===== src/hdl/csf_defs.vh =====
// csf_defs.vh: offsets, field positions and reset values of the cpu status flags register
// assumes inclusion by bare name from design files under hdl/
`ifndef CSF_DEFS_VH
`define CSF_DEFS_VH

// register offset on the plain register port
`define CSF_OFS_STATUS      4'h0
`define CSF_OFS_NEST_CTRL   4'h1
`define CSF_ADDR_W          4

// status register field positions
`define CSF_BIT_CARRY       0
`define CSF_BIT_ZERO        1
`define CSF_BIT_EXCESS      2
`define CSF_BIT_NEG         3
`define CSF_BIT_REPEAT      4
`define CSF_IPL_LO          5
`define CSF_IPL_HI          7
`define CSF_BIT_HALF        8

// nesting control register field position
`define CSF_BIT_NEST_DIS    0

// reset values
`define CSF_RST_STATUS      16'h0000
`define CSF_RST_NEST        1'h0

`endif


===== src/hdl/csf_status_flags.v =====
// csf_status_flags.v: cpu status flags register with alu flag update and software access
// assumes a core execution unit presents operands with per-flag update strobes, sync to sys_clk
//
// Design decisions made here: the address-and-strobe port and the address map.
`timescale 1ns/100ps
`include "csf_defs.vh"

module csf_status_flags #(
   parameter DATA_W = 16
) (
   input  wire                    sys_clk,
   input  wire                    reset_n,
   input  wire [`CSF_ADDR_W-1:0]  reg_addr,
   input  wire [15:0]             reg_wdata,
   input  wire                    reg_wr,
   input  wire                    reg_rd,
   output reg  [15:0]             reg_rdata,
   input  wire                    alu_valid,
   input  wire                    alu_byte_op,
   input  wire [DATA_W-1:0]       alu_op_a,
   input  wire [DATA_W-1:0]       alu_op_b,
   input  wire                    alu_carry_in,
   input  wire                    alu_subtract,
   input  wire                    upd_half_carry,
   input  wire                    upd_neg,
   input  wire                    upd_excess,
   input  wire                    upd_zero,
   input  wire                    upd_carry,
   input  wire                    repeat_running,
   input  wire                    ipl_load,
   input  wire [2:0]              ipl_load_val,
   input  wire                    ipl_level_bit3,
   output reg  [DATA_W-1:0]       alu_result_r,
   output wire [15:0]             status_word,
   output wire [3:0]              cpu_level,
   output wire                    user_irq_disabled
);

   // flag storage
   reg        half_carry_flag_r;
   reg        neg_flag_r;
   reg        signed_excess_flag_r;
   reg        zero_flag_r;
   reg        carry_flag_r;
   reg [2:0]  cpu_priority_level_r;
   reg        nesting_disable_bit_r;

   reg        half_carry_flag_nxt;
   reg        neg_flag_nxt;
   reg        signed_excess_flag_nxt;
   reg        zero_flag_nxt;
   reg        carry_flag_nxt;
   reg [2:0]  cpu_priority_level_nxt;
   reg [DATA_W-1:0] alu_result_nxt;

   // width select shared by the sign, carry and half-carry sources; the zero flag has its own width test
   function sel_width;
      input byte_op;
      input byte_val;
      input word_val;
      begin
         if (byte_op) begin
            sel_width = byte_val;
         end else begin
            sel_width = word_val;
         end
      end
   endfunction

   // signed overflow: operands agree in sign and the result does not
   function signed_excess;
      input sa;
      input sb;
      input sr;
      begin
         signed_excess = (sa == sb) && (sr != sa);
      end
   endfunction

   // zero test of the selected width; the upper byte is ignored for byte ops
   function result_is_zero;
      input              byte_op;
      input [DATA_W-1:0] res;
      begin
         if (byte_op) begin
            result_is_zero = (res[7:0] == 8'h00);
         end else begin
            result_is_zero = (res == {DATA_W{1'b0}});
         end
      end
   endfunction

   // status word layout; bits 15..9 are unimplemented and always read zero
   function [15:0] pack_status;
      input       half;
      input [2:0] level;
      input       rpt;
      input       neg;
      input       excess;
      input       zero;
      input       carry;
      begin
         pack_status = {7'h00, half, level, rpt, neg, excess, zero, carry};
      end
   endfunction

   // read mux for the plain register port; unmapped indices read zero
   function [15:0] read_mux;
      input [`CSF_ADDR_W-1:0] addr;
      input [15:0]            status;
      input                   nest;
      begin
         case (addr)
            `CSF_OFS_STATUS:    read_mux = status;
            `CSF_OFS_NEST_CTRL: read_mux = {15'h0000, nest};
            default:            read_mux = 16'h0000;
         endcase
      end
   endfunction

   // adder datapath; subtraction adds the inverted operand, carry means no borrow
   wire [DATA_W-1:0] b_eff = alu_subtract ? ~alu_op_b : alu_op_b;
   wire [DATA_W:0]   sum_full = {1'b0, alu_op_a} + {1'b0, b_eff} + {{DATA_W{1'b0}}, alu_carry_in};
   wire [8:0]        low_byte = {1'b0, alu_op_a[7:0]} + {1'b0, b_eff[7:0]} + {8'h00, alu_carry_in};
   wire [4:0]        low_nib = {1'b0, alu_op_a[3:0]} + {1'b0, b_eff[3:0]} + {4'h0, alu_carry_in};

   // selected width: byte ops look at bit 7, word ops at the msb; half carry is the carry out of bit 3 (byte) or bit 7 (word)
   wire sign_a   = sel_width(alu_byte_op, alu_op_a[7], alu_op_a[DATA_W-1]);
   wire sign_b   = sel_width(alu_byte_op, b_eff[7], b_eff[DATA_W-1]);
   wire sign_r   = sel_width(alu_byte_op, sum_full[7], sum_full[DATA_W-1]);
   wire carry_o  = sel_width(alu_byte_op, low_byte[8], sum_full[DATA_W]);
   wire half_o   = sel_width(alu_byte_op, low_nib[4], low_byte[8]);
   wire res_zero = result_is_zero(alu_byte_op, sum_full[DATA_W-1:0]);

   // software writes to the priority field are gated by the nesting lock; ipl_load is not
   wire sw_wr_status = reg_wr && (reg_addr == `CSF_OFS_STATUS);
   wire sw_wr_nest   = reg_wr && (reg_addr == `CSF_OFS_NEST_CTRL);

   // next-state of the flags; the alu update wins over a software write in the same cycle
   always @* begin
      half_carry_flag_nxt    = half_carry_flag_r;
      neg_flag_nxt           = neg_flag_r;
      signed_excess_flag_nxt = signed_excess_flag_r;
      zero_flag_nxt          = zero_flag_r;
      carry_flag_nxt         = carry_flag_r;
      cpu_priority_level_nxt = cpu_priority_level_r;
      alu_result_nxt         = alu_result_r;
      if (sw_wr_status) begin
         half_carry_flag_nxt    = reg_wdata[`CSF_BIT_HALF];
         neg_flag_nxt           = reg_wdata[`CSF_BIT_NEG];
         signed_excess_flag_nxt = reg_wdata[`CSF_BIT_EXCESS];
         zero_flag_nxt          = reg_wdata[`CSF_BIT_ZERO];
         carry_flag_nxt         = reg_wdata[`CSF_BIT_CARRY];
         if (!nesting_disable_bit_r) begin
            cpu_priority_level_nxt = reg_wdata[`CSF_IPL_HI:`CSF_IPL_LO];
         end
      end
      if (ipl_load) begin
         cpu_priority_level_nxt = ipl_load_val;
      end
      if (alu_valid) begin
         alu_result_nxt = sum_full[DATA_W-1:0];
         if (upd_half_carry) begin
            half_carry_flag_nxt = half_o;
         end
         if (upd_neg) begin
            neg_flag_nxt = sign_r;
         end
         if (upd_excess) begin
            signed_excess_flag_nxt = signed_excess(sign_a, sign_b, sign_r);
         end
         if (upd_zero) begin
            zero_flag_nxt = res_zero;
         end
         if (upd_carry) begin
            carry_flag_nxt = carry_o;
         end
      end
   end

   // flag registers, all clear at reset
   always @(posedge sys_clk) begin
      if (!reset_n) begin
         half_carry_flag_r     <= 1'b0;
         neg_flag_r            <= 1'b0;
         signed_excess_flag_r  <= 1'b0;
         zero_flag_r           <= 1'b0;
         carry_flag_r          <= 1'b0;
         cpu_priority_level_r  <= 3'h0;
         nesting_disable_bit_r <= `CSF_RST_NEST;
         alu_result_r          <= {DATA_W{1'b0}};
      end else begin
         half_carry_flag_r     <= half_carry_flag_nxt;
         neg_flag_r            <= neg_flag_nxt;
         signed_excess_flag_r  <= signed_excess_flag_nxt;
         zero_flag_r           <= zero_flag_nxt;
         carry_flag_r          <= carry_flag_nxt;
         cpu_priority_level_r  <= cpu_priority_level_nxt;
         alu_result_r          <= alu_result_nxt;
         if (sw_wr_nest) begin
            nesting_disable_bit_r <= reg_wdata[`CSF_BIT_NEST_DIS];
         end
      end
   end

   // assembled status word; upper bits are unimplemented and read zero
   assign status_word = pack_status(half_carry_flag_r, cpu_priority_level_r, repeat_running,
                                    neg_flag_r, signed_excess_flag_r, zero_flag_r, carry_flag_r);
   // full level combines the field with the externally held level bit 3
   assign cpu_level         = {ipl_level_bit3, cpu_priority_level_r};
   assign user_irq_disabled = ipl_level_bit3 || (cpu_priority_level_r == 3'h7);

   // read data one cycle after the strobe; unmapped reads return zero
   always @(posedge sys_clk) begin
      if (!reset_n) begin
         reg_rdata <= 16'h0000;
      end else if (reg_rd) begin
         reg_rdata <= read_mux(reg_addr, status_word, nesting_disable_bit_r);
      end else begin
         reg_rdata <= 16'h0000;
      end
   end

endmodule


===== config.mk =====
export PLATFORM = sky130hd
export DESIGN_NAME = csf_status_flags
export DESIGN_NICKNAME = d
export VERILOG_FILES = /design/src/hdl/csf_status_flags.v
export VERILOG_INCLUDE_DIRS = /design/src /design/src/hdl
export SDC_FILE = /design/constraint.sdc
export NUM_CORES = 1
export LEC_CHECK = 0
export BUFFER_PORTS_ARGS = -buffer_cell sky130_fd_sc_hd__buf_2
export CORE_ASPECT_RATIO = 2
export CORE_UTILIZATION = 52
export CTS_BUF_LIST = sky130_fd_sc_hd__clkbuf_2
export CTS_CLUSTER_SIZE = 28
export DETAILED_ROUTE_END_ITERATION = 8
export PLACE_DENSITY = 0.95
export SETUP_SLACK_MARGIN = 0.5
export SLEW_MARGIN = 20
export SYNTH_ARGS = -nofsm -noshare
export SYNTH_HDL_FRONTEND = slang
export SYNTH_SLANG_ARGS = --single-unit

===== constraint.sdc =====
create_clock -name sys_clk -period 10.7 [get_ports sys_clk]
set_input_delay 0.535 -clock sys_clk [delete_from_list [all_inputs] [get_ports sys_clk]]
set_output_delay 0.535 -clock sys_clk [all_outputs]
set_load 0.01 [all_outputs]

======== After elaboration in Yosys (flattened, before gate mapping) ========
Cells that the tools add are included.
storage, ports and cells
  bits in registers ....................... 41
  bits of input ports ..................... 71
operators by class
  reduce and logical (&&, ||, !) cells .... 10
  add/subtract/negate cells ............... 6
  muxes and demuxes ....................... 26
  eq/ne operators ......................... 5
  bitwise operators ....................... 1
operator list
  cell                  number
  $mux W1               21
  $pmux W9 S2           1
  $add A16 B16 Y17      1
  $add A17 B1 Y17       1
  $logic_not A16 Y1     1
  $mux W16              1
  $not A16 Y16          1
  $add A8 B8 Y9         1
  $add A9 B1 Y9         1
  $mux W3               3
  $logic_not A8 Y1      1
  $add A4 B4 Y5         1
  $add A5 B1 Y5         1
  $eq A4 B1 Y1 const B  1
  $logic_not A4 Y1      1
  $reduce_and A2 Y1     2
  $eq A3 B3 Y1 const B  1
  $logic_and A1 B1 Y1   3
  $ne A2 B2 Y1 const B  1
  $reduce_bool A2 Y1    1
  $eq A1 B1 Y1          1
  $logic_or A1 B1 Y1    1
  $ne A1 B1 Y1          1

======== Longest topological paths before layout ========
Gate-level depths: netlist (run 1).
  word-level depth ........................ 9
  mapped depth ............................ 12
  gate-level depth less buffers ........... 10

======== Least setup slack after synthesis (run 1) ========
Ideal clock, no wire load.
  kind .................................... input to register
  start ................................... in alu_subtract
  end ..................................... reg zero_flag_r
  path buffers ............................ 2
  data arrival time ....................... 3.717 ns
  data required time ...................... 10.643 ns
  stages on the path ...................... 12
  path slack .............................. 6.926 ns
  cell sequence ........................... clkbuf_1 > clkbuf_1 > xor2_1 > fa_1 > fa_1 > a21o_1 > a21oi_2 > xnor2_1 > nor4_1 > or4b_4 > nor4_2 > a21o_1
on the way
  word-level cells in the longest chain between the ends .. 7
ends and longest elaborated chain
  item                                                          line                                          source
  start, declared                                               csf_status_flags.v:23                         input wire alu_subtract,
  $mux W16 (*)                                                  csf_status_flags.v:122                        wire [DATA_W-1:0] b_eff = alu_subtract ? ~alu_op_b : alu_op_b;
  $add A16 B16 Y17 (*)                                          csf_status_flags.v:123                        wire [DATA_W:0] sum_full = {1'b0, alu_op_a} + {1'b0, b_eff} + {{DATA_W{1'b0}}, alu_carry_in};
  $add A17 B1 Y17 (*)                                           csf_status_flags.v:123
  $logic_not A16 Y1 / $logic_not A8 Y1 (equally long branches)  csf_status_flags.v:88, csf_status_flags.v:86
  $mux W1 (*)                                                   csf_status_flags.v:85                         if (byte_op) begin
  $mux W1 (*)                                                   csf_status_flags.v:172                        if (upd_zero) begin
  $mux W1 (*)                                                   csf_status_flags.v:161                        if (alu_valid) begin
  end signal, assigned                                          csf_status_flags.v:196                        zero_flag_r <= zero_flag_nxt;
  end, declared                                                 csf_status_flags.v:43                         reg zero_flag_r;
Every way passes the cells marked *; elsewhere a longest branch is shown, timed or not.
A chain may end at the register's enable or synchronous reset.

======== Final worst setup path (run 1) ========
Ends and elaborated chain as after synthesis.

==> impl_metrics.toml, run 1 <==
[sta]
rsz0062_at_grt = "no"
clock.fmax_mhz = 307
tns_ns = 0
clock_skew_ns = 0.0130
hold_viol_final = 0
maxSlewHeadroom_pct = 52.8
maxSlewViolCount = 0
layout_setup_ws_ns = 7.44
period_needed_ns = 3.26
worst_pin_slew_ns = 0.702
period_share_pct = 30.5
setup_viol = 0

[detailed_routing]
drtIter0Drc = 62
routed-via-count = 2622
drt_wl_total_um = 6510
drc = 0
dr.pass1.iters = 4
wire_per_inst_um = 14.3
vias_per_cell = 5.78
ant_nets = 0

[global_route]
antenna_found_initial = 0
grt_pass1_wl_um = 10500
grt_max_degree = 25
grtUsageTotal_pct = 25.8
grt-ovfl-total = 0
first_global_vias = 2471

[setup_path]
crit_family = "simple AND/OR/NAND/NOR gates"
crit_chain = "buf_2 -> xor2_1 -> fa_1 -> fa_1 -> a21o_1 -> a21oi_2 -> xnor2_1 -> nor4_1 -> or4b_4 -> nor4_2 -> a21o_1"
critical_path.startpoint = "alu_subtract"
path_depth = 11
worstPathArrival_ns = 3.60
required_ns = 11.04
crit_type = "primary input to register"
critPathBufInv = 1
reg2reg_slack_ns = 8.79
crit_fanout = 16
crit_slowest_cell = "or4b_4"
start_kind = "primary input"
r2r_start = "zero_flag_r$_SDFF_PN0_"
endpoint_kind = "register"
max_stage_delay_ns = 0.52
reg2reg_depth = 6

[clock_tree]
cts-root-buf = "clkbuf_2"
cts-buffers-inserted = 5
cts_hold_buffers = 0
clkLatencyLatePin_ns = 0.37
tritoncts = "yes"
clk_path_buf_depth = 2
cts_sinks = 34
post-cts-setup-buffers = 0
cts_resized = 0
h-tree-depth = 2
clk_pin_slew_worst_paths_ns = 0.17

[logic_synthesis]
synth_edf_count = 0
synthArstFlopShare_pct = 0
syn_inst = 310
dominantRegCellSynth = "dfxtp_1"
syn_area_per_cell_um2 = 8.47
netlist_area_mm2 = 0.00263
yosys_warnings = 0
synth-seq-cells = 34
yosysSeqAreaShare_pct = 25.9
synth_cell_types = 50

[die]
dieHeight_um = 103
fp.dieArea_mm2 = 0.00536
initial_core_util_pct = 54.0
die_w_um = 52.3
io_pins = 124
design.core.area_mm2 = 0.00486
rows = 36

[finish]
drive_above_1_share_pct = 29.5
antenna_cells = 0
area_delta_synth_final_pct = 16.4
layout_common_cells = "buf_2 (101), nor2_1 (38), dfxtp_1 (34)"
final-instance-count-excl-fill = 454
finalNetCount = 486
mostFrequentLayoutCell = "buf_2"

[job]
maxCapViolations = 0

[placement]
pre_cts_ws_ns = 7.04
io_buffer_count = 101
dp_hpwl_um = 5380
gp_congestion = 1.01
place_inst = 448

[power]
power.density_mw_per_mm2 = 121
ir_drop_v = 0.0000705
p_leak_nw = 1.54

[worst_hold_path]
min_from = "repeat_running"
hp-class = "primary input to register"
hold_depth = 2

[status]
run_status = "complete, no violations"
cell type report:
| cell class | count | area, um2 |
|---|---|---|
| clock inverters | 1 | 3.75 |
| clock buffers | 5 | 25.0 |
| repair buffers | 101 | 505 |
| multi-input cells | 250 | 1750 |
| fillers | 451 | 1810 |
| inverters | 6 | 22.5 |
| flip-flops and latches | 34 | 681 |
| well taps | 57 | 71.3 |
where the power goes:
| group | switching, mW | internal (mW) |
|---|---|---|
| clock network | 0.0416 | 0.0130 |
| logic | 0.0995 | 0.0716 |
| registers | 0.00668 | 0.138 |
| total | 0.148 | 0.223 |
worst paths after layout:
kind                                   to
setup / recovery   zero_flag_r$_SDFF_PN0_
setup reg to reg   zero_flag_r$_SDFF_PN0_
hold / removal    reg_rdata[4]$_SDFF_PN0_
hold reg to reg   reg_rdata[8]$_SDFF_PN0_
kinds of logic after synthesis:
| group | synth area share (%) |
|---|---|
| compound gates | 18.0 |
| xor+xnor | 9.00 |
| fa+ha+maj | 8.67 |
| buf+inv | 9.39 |
| flops | 25.9 |
| mux | 9.24 |
| other cells | 0.143 |
| simple gates | 19.6 |
synthesized netlist by cell type (all sizes together) (2+ instances only):
cell type	count	area, um2
nor2	38	143
fa	2	40.0
a21oi	12	75.1
dfxtp	34	681
a21boi	2	15.0
nand2	18	67.6
and3	4	25.0
or3	2	12.5
o21ai	11	55.1
buf	29	209
or4b	2	23.8
nand3	9	45.0
mux2	2	22.5
a31oi	4	25.0
clkbuf	4	15.0
o221ai	2	17.5
a211oi	12	90.1
mux2i	22	220
ha	15	188
nor4	3	25.0
a21o	8	60.1
o31ai	2	15.0
and2	13	81.3
nor3	9	45.0
inv	6	22.5
xnor2	7	61.3
xor2	20	175
o211ai	2	15.0
sequential cells by signal, indices dropped and copies added, names as in the netlist:
| signal | count |
|---|---|
| alu_result_r | 16 |
| reg_rdata | 9 |
| cpu_priority_level_r | 3 |
| carry_flag_r | 1 |
| half_carry_flag_r | 1 |
| neg_flag_r | 1 |
| nesting_disable_bit_r | 1 |
| signed_excess_flag_r | 1 |
| zero_flag_r | 1 |
layer usage:
layer | global-route usage (%) | vias up | wire (um)
li1 | - | 1249 | -
met1 | 22.7 | 1200 | 2160
met2 | 49.1 | 141 | 3650
met3 | 5.60 | 32 | 399
met4 | 17.6 | 0 | 298
met5 | 0 | - | 0
metrics by stage:
step	hold slack (ns)	power, mW	util, %	cell area, um2
6_report	0.364	0.371	62.8	3060
5_1_grt	0.349	0.394	62.8	3060
4_1_cts	0.345	0.370	62.8	3060
3_5_place_dp	0.470	0.316	62.2	3030
3_3_place_gp	0.459	0.310	62.2	3030
2_1_floorplan	0.447	0.273	-	2680
No activity file was read; power rests on OpenSTA's default activity.
==> run 2: changes to the inputs <==
CORE_UTILIZATION = 44   (was 52)
PLACE_DENSITY = 0.87   (was 0.95)
clock period = 2.79 ns   (was 10.7 ns; I/O delays follow)
==> run 2 against run 1 <==
  * Register-to-register slack lost 7.9 ns
  * Worst setup slack got worse by 7.1 ns
  * Largest cell class unchanged
  * Clock power rose to 6.1 times the previous value
  * Wire length rose by 19%
  * Sequential share of layout area fell by 3.5 points
  * Sequential power increased to 3.9 times the previous value
  * Final area rose by 19%
  * Via count increased by 5.5%
  * Die area is 18% higher
==> impl_metrics.toml, run 2 (synthesis results as in run 1) <==
[detailed_routing]
dr.pass1.iters = 6
wire_per_inst_um = 15.2
vias_per_cell = 5.44
ant_nets = 0
dr_wl_met3_um = 369
routed-via-count = 2767
met1Wirelength_um = 2620
drtIter0Drc = 180
drc = 0
drt_wl_total_um = 7740
wl_met2_um = 4370
maxUsedRoutingLayer = "met4"

[worst_hold_path]
hold_depth = 3
hp-class = "primary input to register"

[power]
ir_drop_v = 0.000424
power.internal_mw = 1.13
p_seq_share_pct = 31.3
total_power_mw = 1.79
clkPwrFrac_pct = 18.5
pwr-share-comb_pct = 50.2
switching_share_pct = 36.6
power_switching_mw = 0.655
power.density_mw_per_mm2 = 492
p_leak_nw = 1.83

[setup_path]
start_kind = "primary input"
endpoint_kind = "register"
required_ns = 3.14
crit_fanout = 3
reg2reg_depth = 6
worstPathArrival_ns = 2.78
crit_type = "primary input to register"

[clock_tree]
h-tree-depth = 2
clk_path_buf_depth = 2
cts_sinks = 34
cts-buffers-inserted = 5
clk_pin_slew_worst_paths_ns = 0.17
clkLatencyLatePin_ns = 0.40
cts-root-buf = "clkbuf_2"
tritoncts = "yes"

[sta]
clock_skew_ns = 0.0114
worst_pin_slew_ns = 0.730
clock.fmax_mhz = 410
period_needed_ns = 2.44
setup_viol = 0
maxSlewHeadroom_pct = 50.9
period_share_pct = 87.3
hold_viol_final = 0
layout_setup_ws_ns = 0.353
rsz0062_at_grt = "yes"
maxSlewViolCount = 0
tns_ns = 0

[finish]
register_area_um2 = 681
final_core_util_pct = 63.6
largest-register = "alu_result_r"
finalNetCount = 535
final-instance-count-excl-fill = 509
largest_reg_flops = 16
fillCellCount = 487
antenna_cells = 0
multi_input_area_mm2 = 0.00188
area_delta_synth_final_pct = 38.4
drive_above_1_share_pct = 41.1
reg_top3 = "alu_result_r: 16 flops, reg_rdata: 9 flops, cpu_priority_level_r: 3 flops"
mostFrequentLayoutCell = "buf_2"
layout_common_cells = "buf_2 (99), buf_4 (43), nor2_1 (37)"

[global_route]
grtUsageTotal_pct = 24.4
grt_pass1_wl_um = 12000
grt_max_degree = 24
antenna_found_initial = 0
first_global_vias = 2721
grt-ovfl-total = 0

[die]
design.core.area_mm2 = 0.00571
io_pins = 124
dieHeight_um = 111
die_w_um = 56.6
fp.dieArea_mm2 = 0.00630
rows = 39
initial_core_util_pct = 46.0

[placement]
gp_congestion = 0.824
dp_hpwl_um = 5990
pre_cts_ws_ns = -0.173
place_inst = 487
io_buffer_count = 101

[status]
run_status = "complete, no violations"

[job]
maxCapViolations = 0
==> run 2: cell types whose count changed in the layout (fill, tap and decap cells not counted), moves of 2 or more <==
cell,previous run,this run
fa_2,0,2
buf_4,0,43
o21ai_1,0,2
buf_2,101,99
clkbuf_2,5,7
o21ai_0,11,9
a211oi_1,12,10
ha_2,0,4
ha_1,15,11
fa_1,2,0
a211oi_2,0,2
dlygate4sd3_1,0,6
==> run 2: what timing repair did <==
item | CTS | global route
pin swaps | 11 | 5
resized for setup | 7 | 19
hold buffers | 6 | 0
endpoints found under the hold margin | 7 | 0
cloned | 0 | 0
endpoints found under the setup margin | 3 | 5
buffers inserted | 8 | 0
==> run 2: layer usage <==
metal  up-vias  track usage [%]
li1       1343                -
met5         -                0
met4         0             15.1
met2       120             47.4
met1      1273             22.1
met3        31             3.50
==> run 2: worst max-delay path, cell delays in order <==
cell	delay, ns
buf_6	0.10
xor2_2	0.16
fa_2	0.36
fa_2	0.39
a21o_4	0.23
buf_4	0.13
a22o_1	0.19
o41a_1	0.37
xor2_1	0.17
nor2_1	0.09
nor4bb_4	0.28
a21o_1	0.17
==> run 2: power by group through the flow <==
stage / Sequential [mW] / Combinational [mW] / Clock [mW]
4_1_cts: 0.558 / 0.834 / 0.335
6_report: 0.559 / 0.897 / 0.332
2_1_floorplan: 0.581 / 0.485 / 0
5_1_grt: 0.563 / 0.968 / 0.352
3_3_place_gp: 0.566 / 0.751 / 0
3_5_place_dp: 0.568 / 0.775 / 0
==> run 2: area by class of cell <==
type                            instances  area share, %
Clock buffer                            7          0.964
Timing Repair Buffer                  150           25.0
Multi-Input combinational cell        250           51.7
Tap cell                               61           2.10
Inverter                                6          0.620
Clock inverter                          1          0.826
Sequential cell                        34           18.7
==> run 2: through the flow <==
step	hold WS, ns	cell area [um2]
after floorplan	0.258	2750
after global placement	0.363	3320
after detailed placement	0.369	3320
after CTS	0.0180	3540
after global routing	0.0240	3630
final	0.0538	3630
==> run 2: final timing paths <==
kind	from	endpoint	slack, ns
worst min-delay path	reg_addr[0]	nesting_disable_bit_r$_SDFFE_PN0P_	0.05
worst min register to register	half_carry_flag_r$_SDFF_PN0_	reg_rdata[8]$_SDFF_PN0_	0.50
worst max-delay path	alu_op_b[0]	zero_flag_r$_SDFF_PN0_	0.35
worst max register to register	zero_flag_r$_SDFF_PN0_	zero_flag_r$_SDFF_PN0_	0.85
==> run 3: changes to the inputs <==
CORE_MARGIN = 2   (was not set)
CORE_UTILIZATION = 48   (was 44)
PLACE_DENSITY = 0.9   (was 0.87)
clock period = 2.55 ns   (was 2.79 ns; I/O delays follow)
==> run 3 against run 2 <==
  * Register-to-register slack worse by 0.21 ns
  * Worst hold slack lost 0.037 ns
  * Die area down 2.9%
  * Final area increased by 7.4%
  * Sequential cell count unchanged
  * Clock-buffer cell count down 2
  * Critical path depth stayed put
  * Combinational power grew 27%
  * Via count grew 6.3%
  * Highest routed layer unchanged
==> impl_metrics.toml, run 3 (synthesis results as in run 1) <==
[status]
run_status = "complete, no violations"

[detailed_routing]
drc = 0
wire_per_inst_um = 16.2
vias_per_cell = 5.62
routed-via-count = 2940
drtIter0Drc = 137
drt_wl_total_um = 8470
ant_nets = 0
dr.pass1.iters = 4

[sta]
clock_skew_ns = 0.0102
period_share_pct = 94.5
maxSlewHeadroom_pct = 51.6
rsz0062_at_grt = "yes"
period_needed_ns = 2.41
worst_pin_slew_ns = 0.720
hold_viol_final = 0
maxSlewViolCount = 0
holdWs_ns = 0.0165
clock.fmax_mhz = 415
setup_viol = 0

[job]
maxCapViolations = 0

[finish]
reg_top3 = "alu_result_r: 16 flops, reg_rdata: 9 flops, cpu_priority_level_r: 3 flops"
finalNetCount = 550
final-instance-count-excl-fill = 523
largest_reg_flops = 16
mostFrequentLayoutCell = "buf_2"
final_area_mm2 = 0.00390
largest-register = "alu_result_r"
antenna_cells = 0
drive_above_1_share_pct = 47.7
area_delta_synth_final_pct = 48.6
layout_common_cells = "buf_2 (100), buf_4 (57), nor2_1 (37)"

[die]
io_pins = 124
design.core.area_mm2 = 0.00537
initial_core_util_pct = 48.9
dieHeight_um = 109
fp.dieArea_mm2 = 0.00612
rows = 38
die_w_um = 56.3

[placement]
dp_hpwl_um = 6340
gp_congestion = 0.902
io_buffer_count = 101
place_inst = 503
placed_cell_area_mm2 = 0.00346

[setup_path]
crit_slowest_cell = "a221oi_4"
crit_fanout = 4
crit_family = "compound AO/OA/AOI/OAI gates"
r2r_start = "zero_flag_r$_SDFF_PN0_"
critPathBufInv = 2
crit_chain = "buf_12 -> xor2_2 -> fa_2 -> fa_2 -> a21o_1 -> a221oi_4 -> or3_4 -> and3_4 -> nor3_2 -> buf_4 -> nor4_4 -> a21o_1"
worstPathArrival_ns = 2.73
max_stage_delay_ns = 0.38
reg2reg_slack_ns = 0.64
required_ns = 2.87
start_kind = "primary input"
crit_type = "primary input to register"
r2r_end = "zero_flag_r$_SDFF_PN0_"
reg2reg_depth = 6
endpoint_kind = "register"

[global_route]
antenna_found_initial = 0
grt_pass1_wl_um = 12500
first_global_vias = 2904
grtUsageTotal_pct = 26.0
grt_max_degree = 24
grt-ovfl-total = 0

[worst_hold_path]
min_from = "upd_neg"
hp-class = "primary input to register"
hold_depth = 3
hold-path-endpoint = "neg_flag_r$_SDFF_PN0_"

[power]
power.density_mw_per_mm2 = 537
p_leak_nw = 1.92
ir_drop_v = 0.000521

[clock_tree]
clkLatencyLatePin_ns = 0.37
cts_sinks = 34
clk_path_buf_depth = 2
cts-buffers-inserted = 5
cts-root-buf = "clkbuf_2"
tritoncts = "yes"
clk_pin_slew_worst_paths_ns = 0.17
h-tree-depth = 2
[run 3: cell count changes in the layout (fill, tap and decap cells not counted), sizes merged]
cell	previous run	this run
clkbuf	7	5
buf	144	162
dlygate4sd3	6	3
clkinv	0	2
[run 3: power breakdown]
| part | internal (mW) | switching (mW) |
|---|---|---|
| Combinational | 0.572 | 0.566 |
| Sequential | 0.580 | 0.0323 |
| Clock | 0.163 | 0.183 |
[run 3: per-layer routing]
layer  share of wire (%)  GRT usage (%)
met3                 5.6           2.51
met1                  32           22.5
met2                  56           53.1
met4                 6.0           17.7
met5                   0              0
[run 3: worst max-delay path by stage]
stage	start	endpoint	depth (start not counted)
6_report	alu_subtract	zero_flag_r$_SDFF_PN0_	12
5_1_grt	alu_subtract	zero_flag_r$_SDFF_PN0_	12
4_1_cts	alu_subtract	zero_flag_r$_SDFF_PN0_	10
3_5_place_dp	alu_subtract	zero_flag_r$_SDFF_PN0_	11
3_3_place_gp	alu_subtract	zero_flag_r$_SDFF_PN0_	11
2_1_floorplan	alu_subtract	zero_flag_r$_SDFF_PN0_	11
[run 3: per-stage QoR]
step	TNS (ns)	utilization [%]	total power, mW	setup slack, ns
detailed placement	-1.61	64.4	1.55	-0.378
floorplan	-0.624	-	1.18	-0.276
CTS	0	69.6	1.99	0.190
global route	0	72.6	2.20	0.0849
finish	0	72.6	2.10	0.141
global placement	-1.07	64.4	1.53	-0.294
[run 3: final cells by class]
type | instances | area, um2
Sequential cell | 34 | 681
Timing Repair Buffer | 165 | 1030
Clock inverter | 3 | 40.0
Fill cell | 387 | 1470
Tap cell | 60 | 75.1
Inverter | 6 | 22.5
Multi-Input combinational cell | 250 | 2030
Clock buffer | 5 | 25.0
[run 3: tightest hold or removal path: cells and delay by family]
family	cells	cell delay, ns
AOI/OAI and AO/OA	1	0.07
buffers and inverters	1	0.10
and+or+nand+nor	1	0.07
[run 3: what timing repair did]
| item | 4_1_cts | 5_1_grt |
|---|---|---|
| endpoints found under the hold margin | 3 | 0 |
| setup buffers | 3 | 6 |
| hold buffers | 3 | 0 |
| gates resized for setup | 31 | 23 |
| endpoints found under the setup margin | 11 | 12 |
| pin swaps | 19 | 22 |
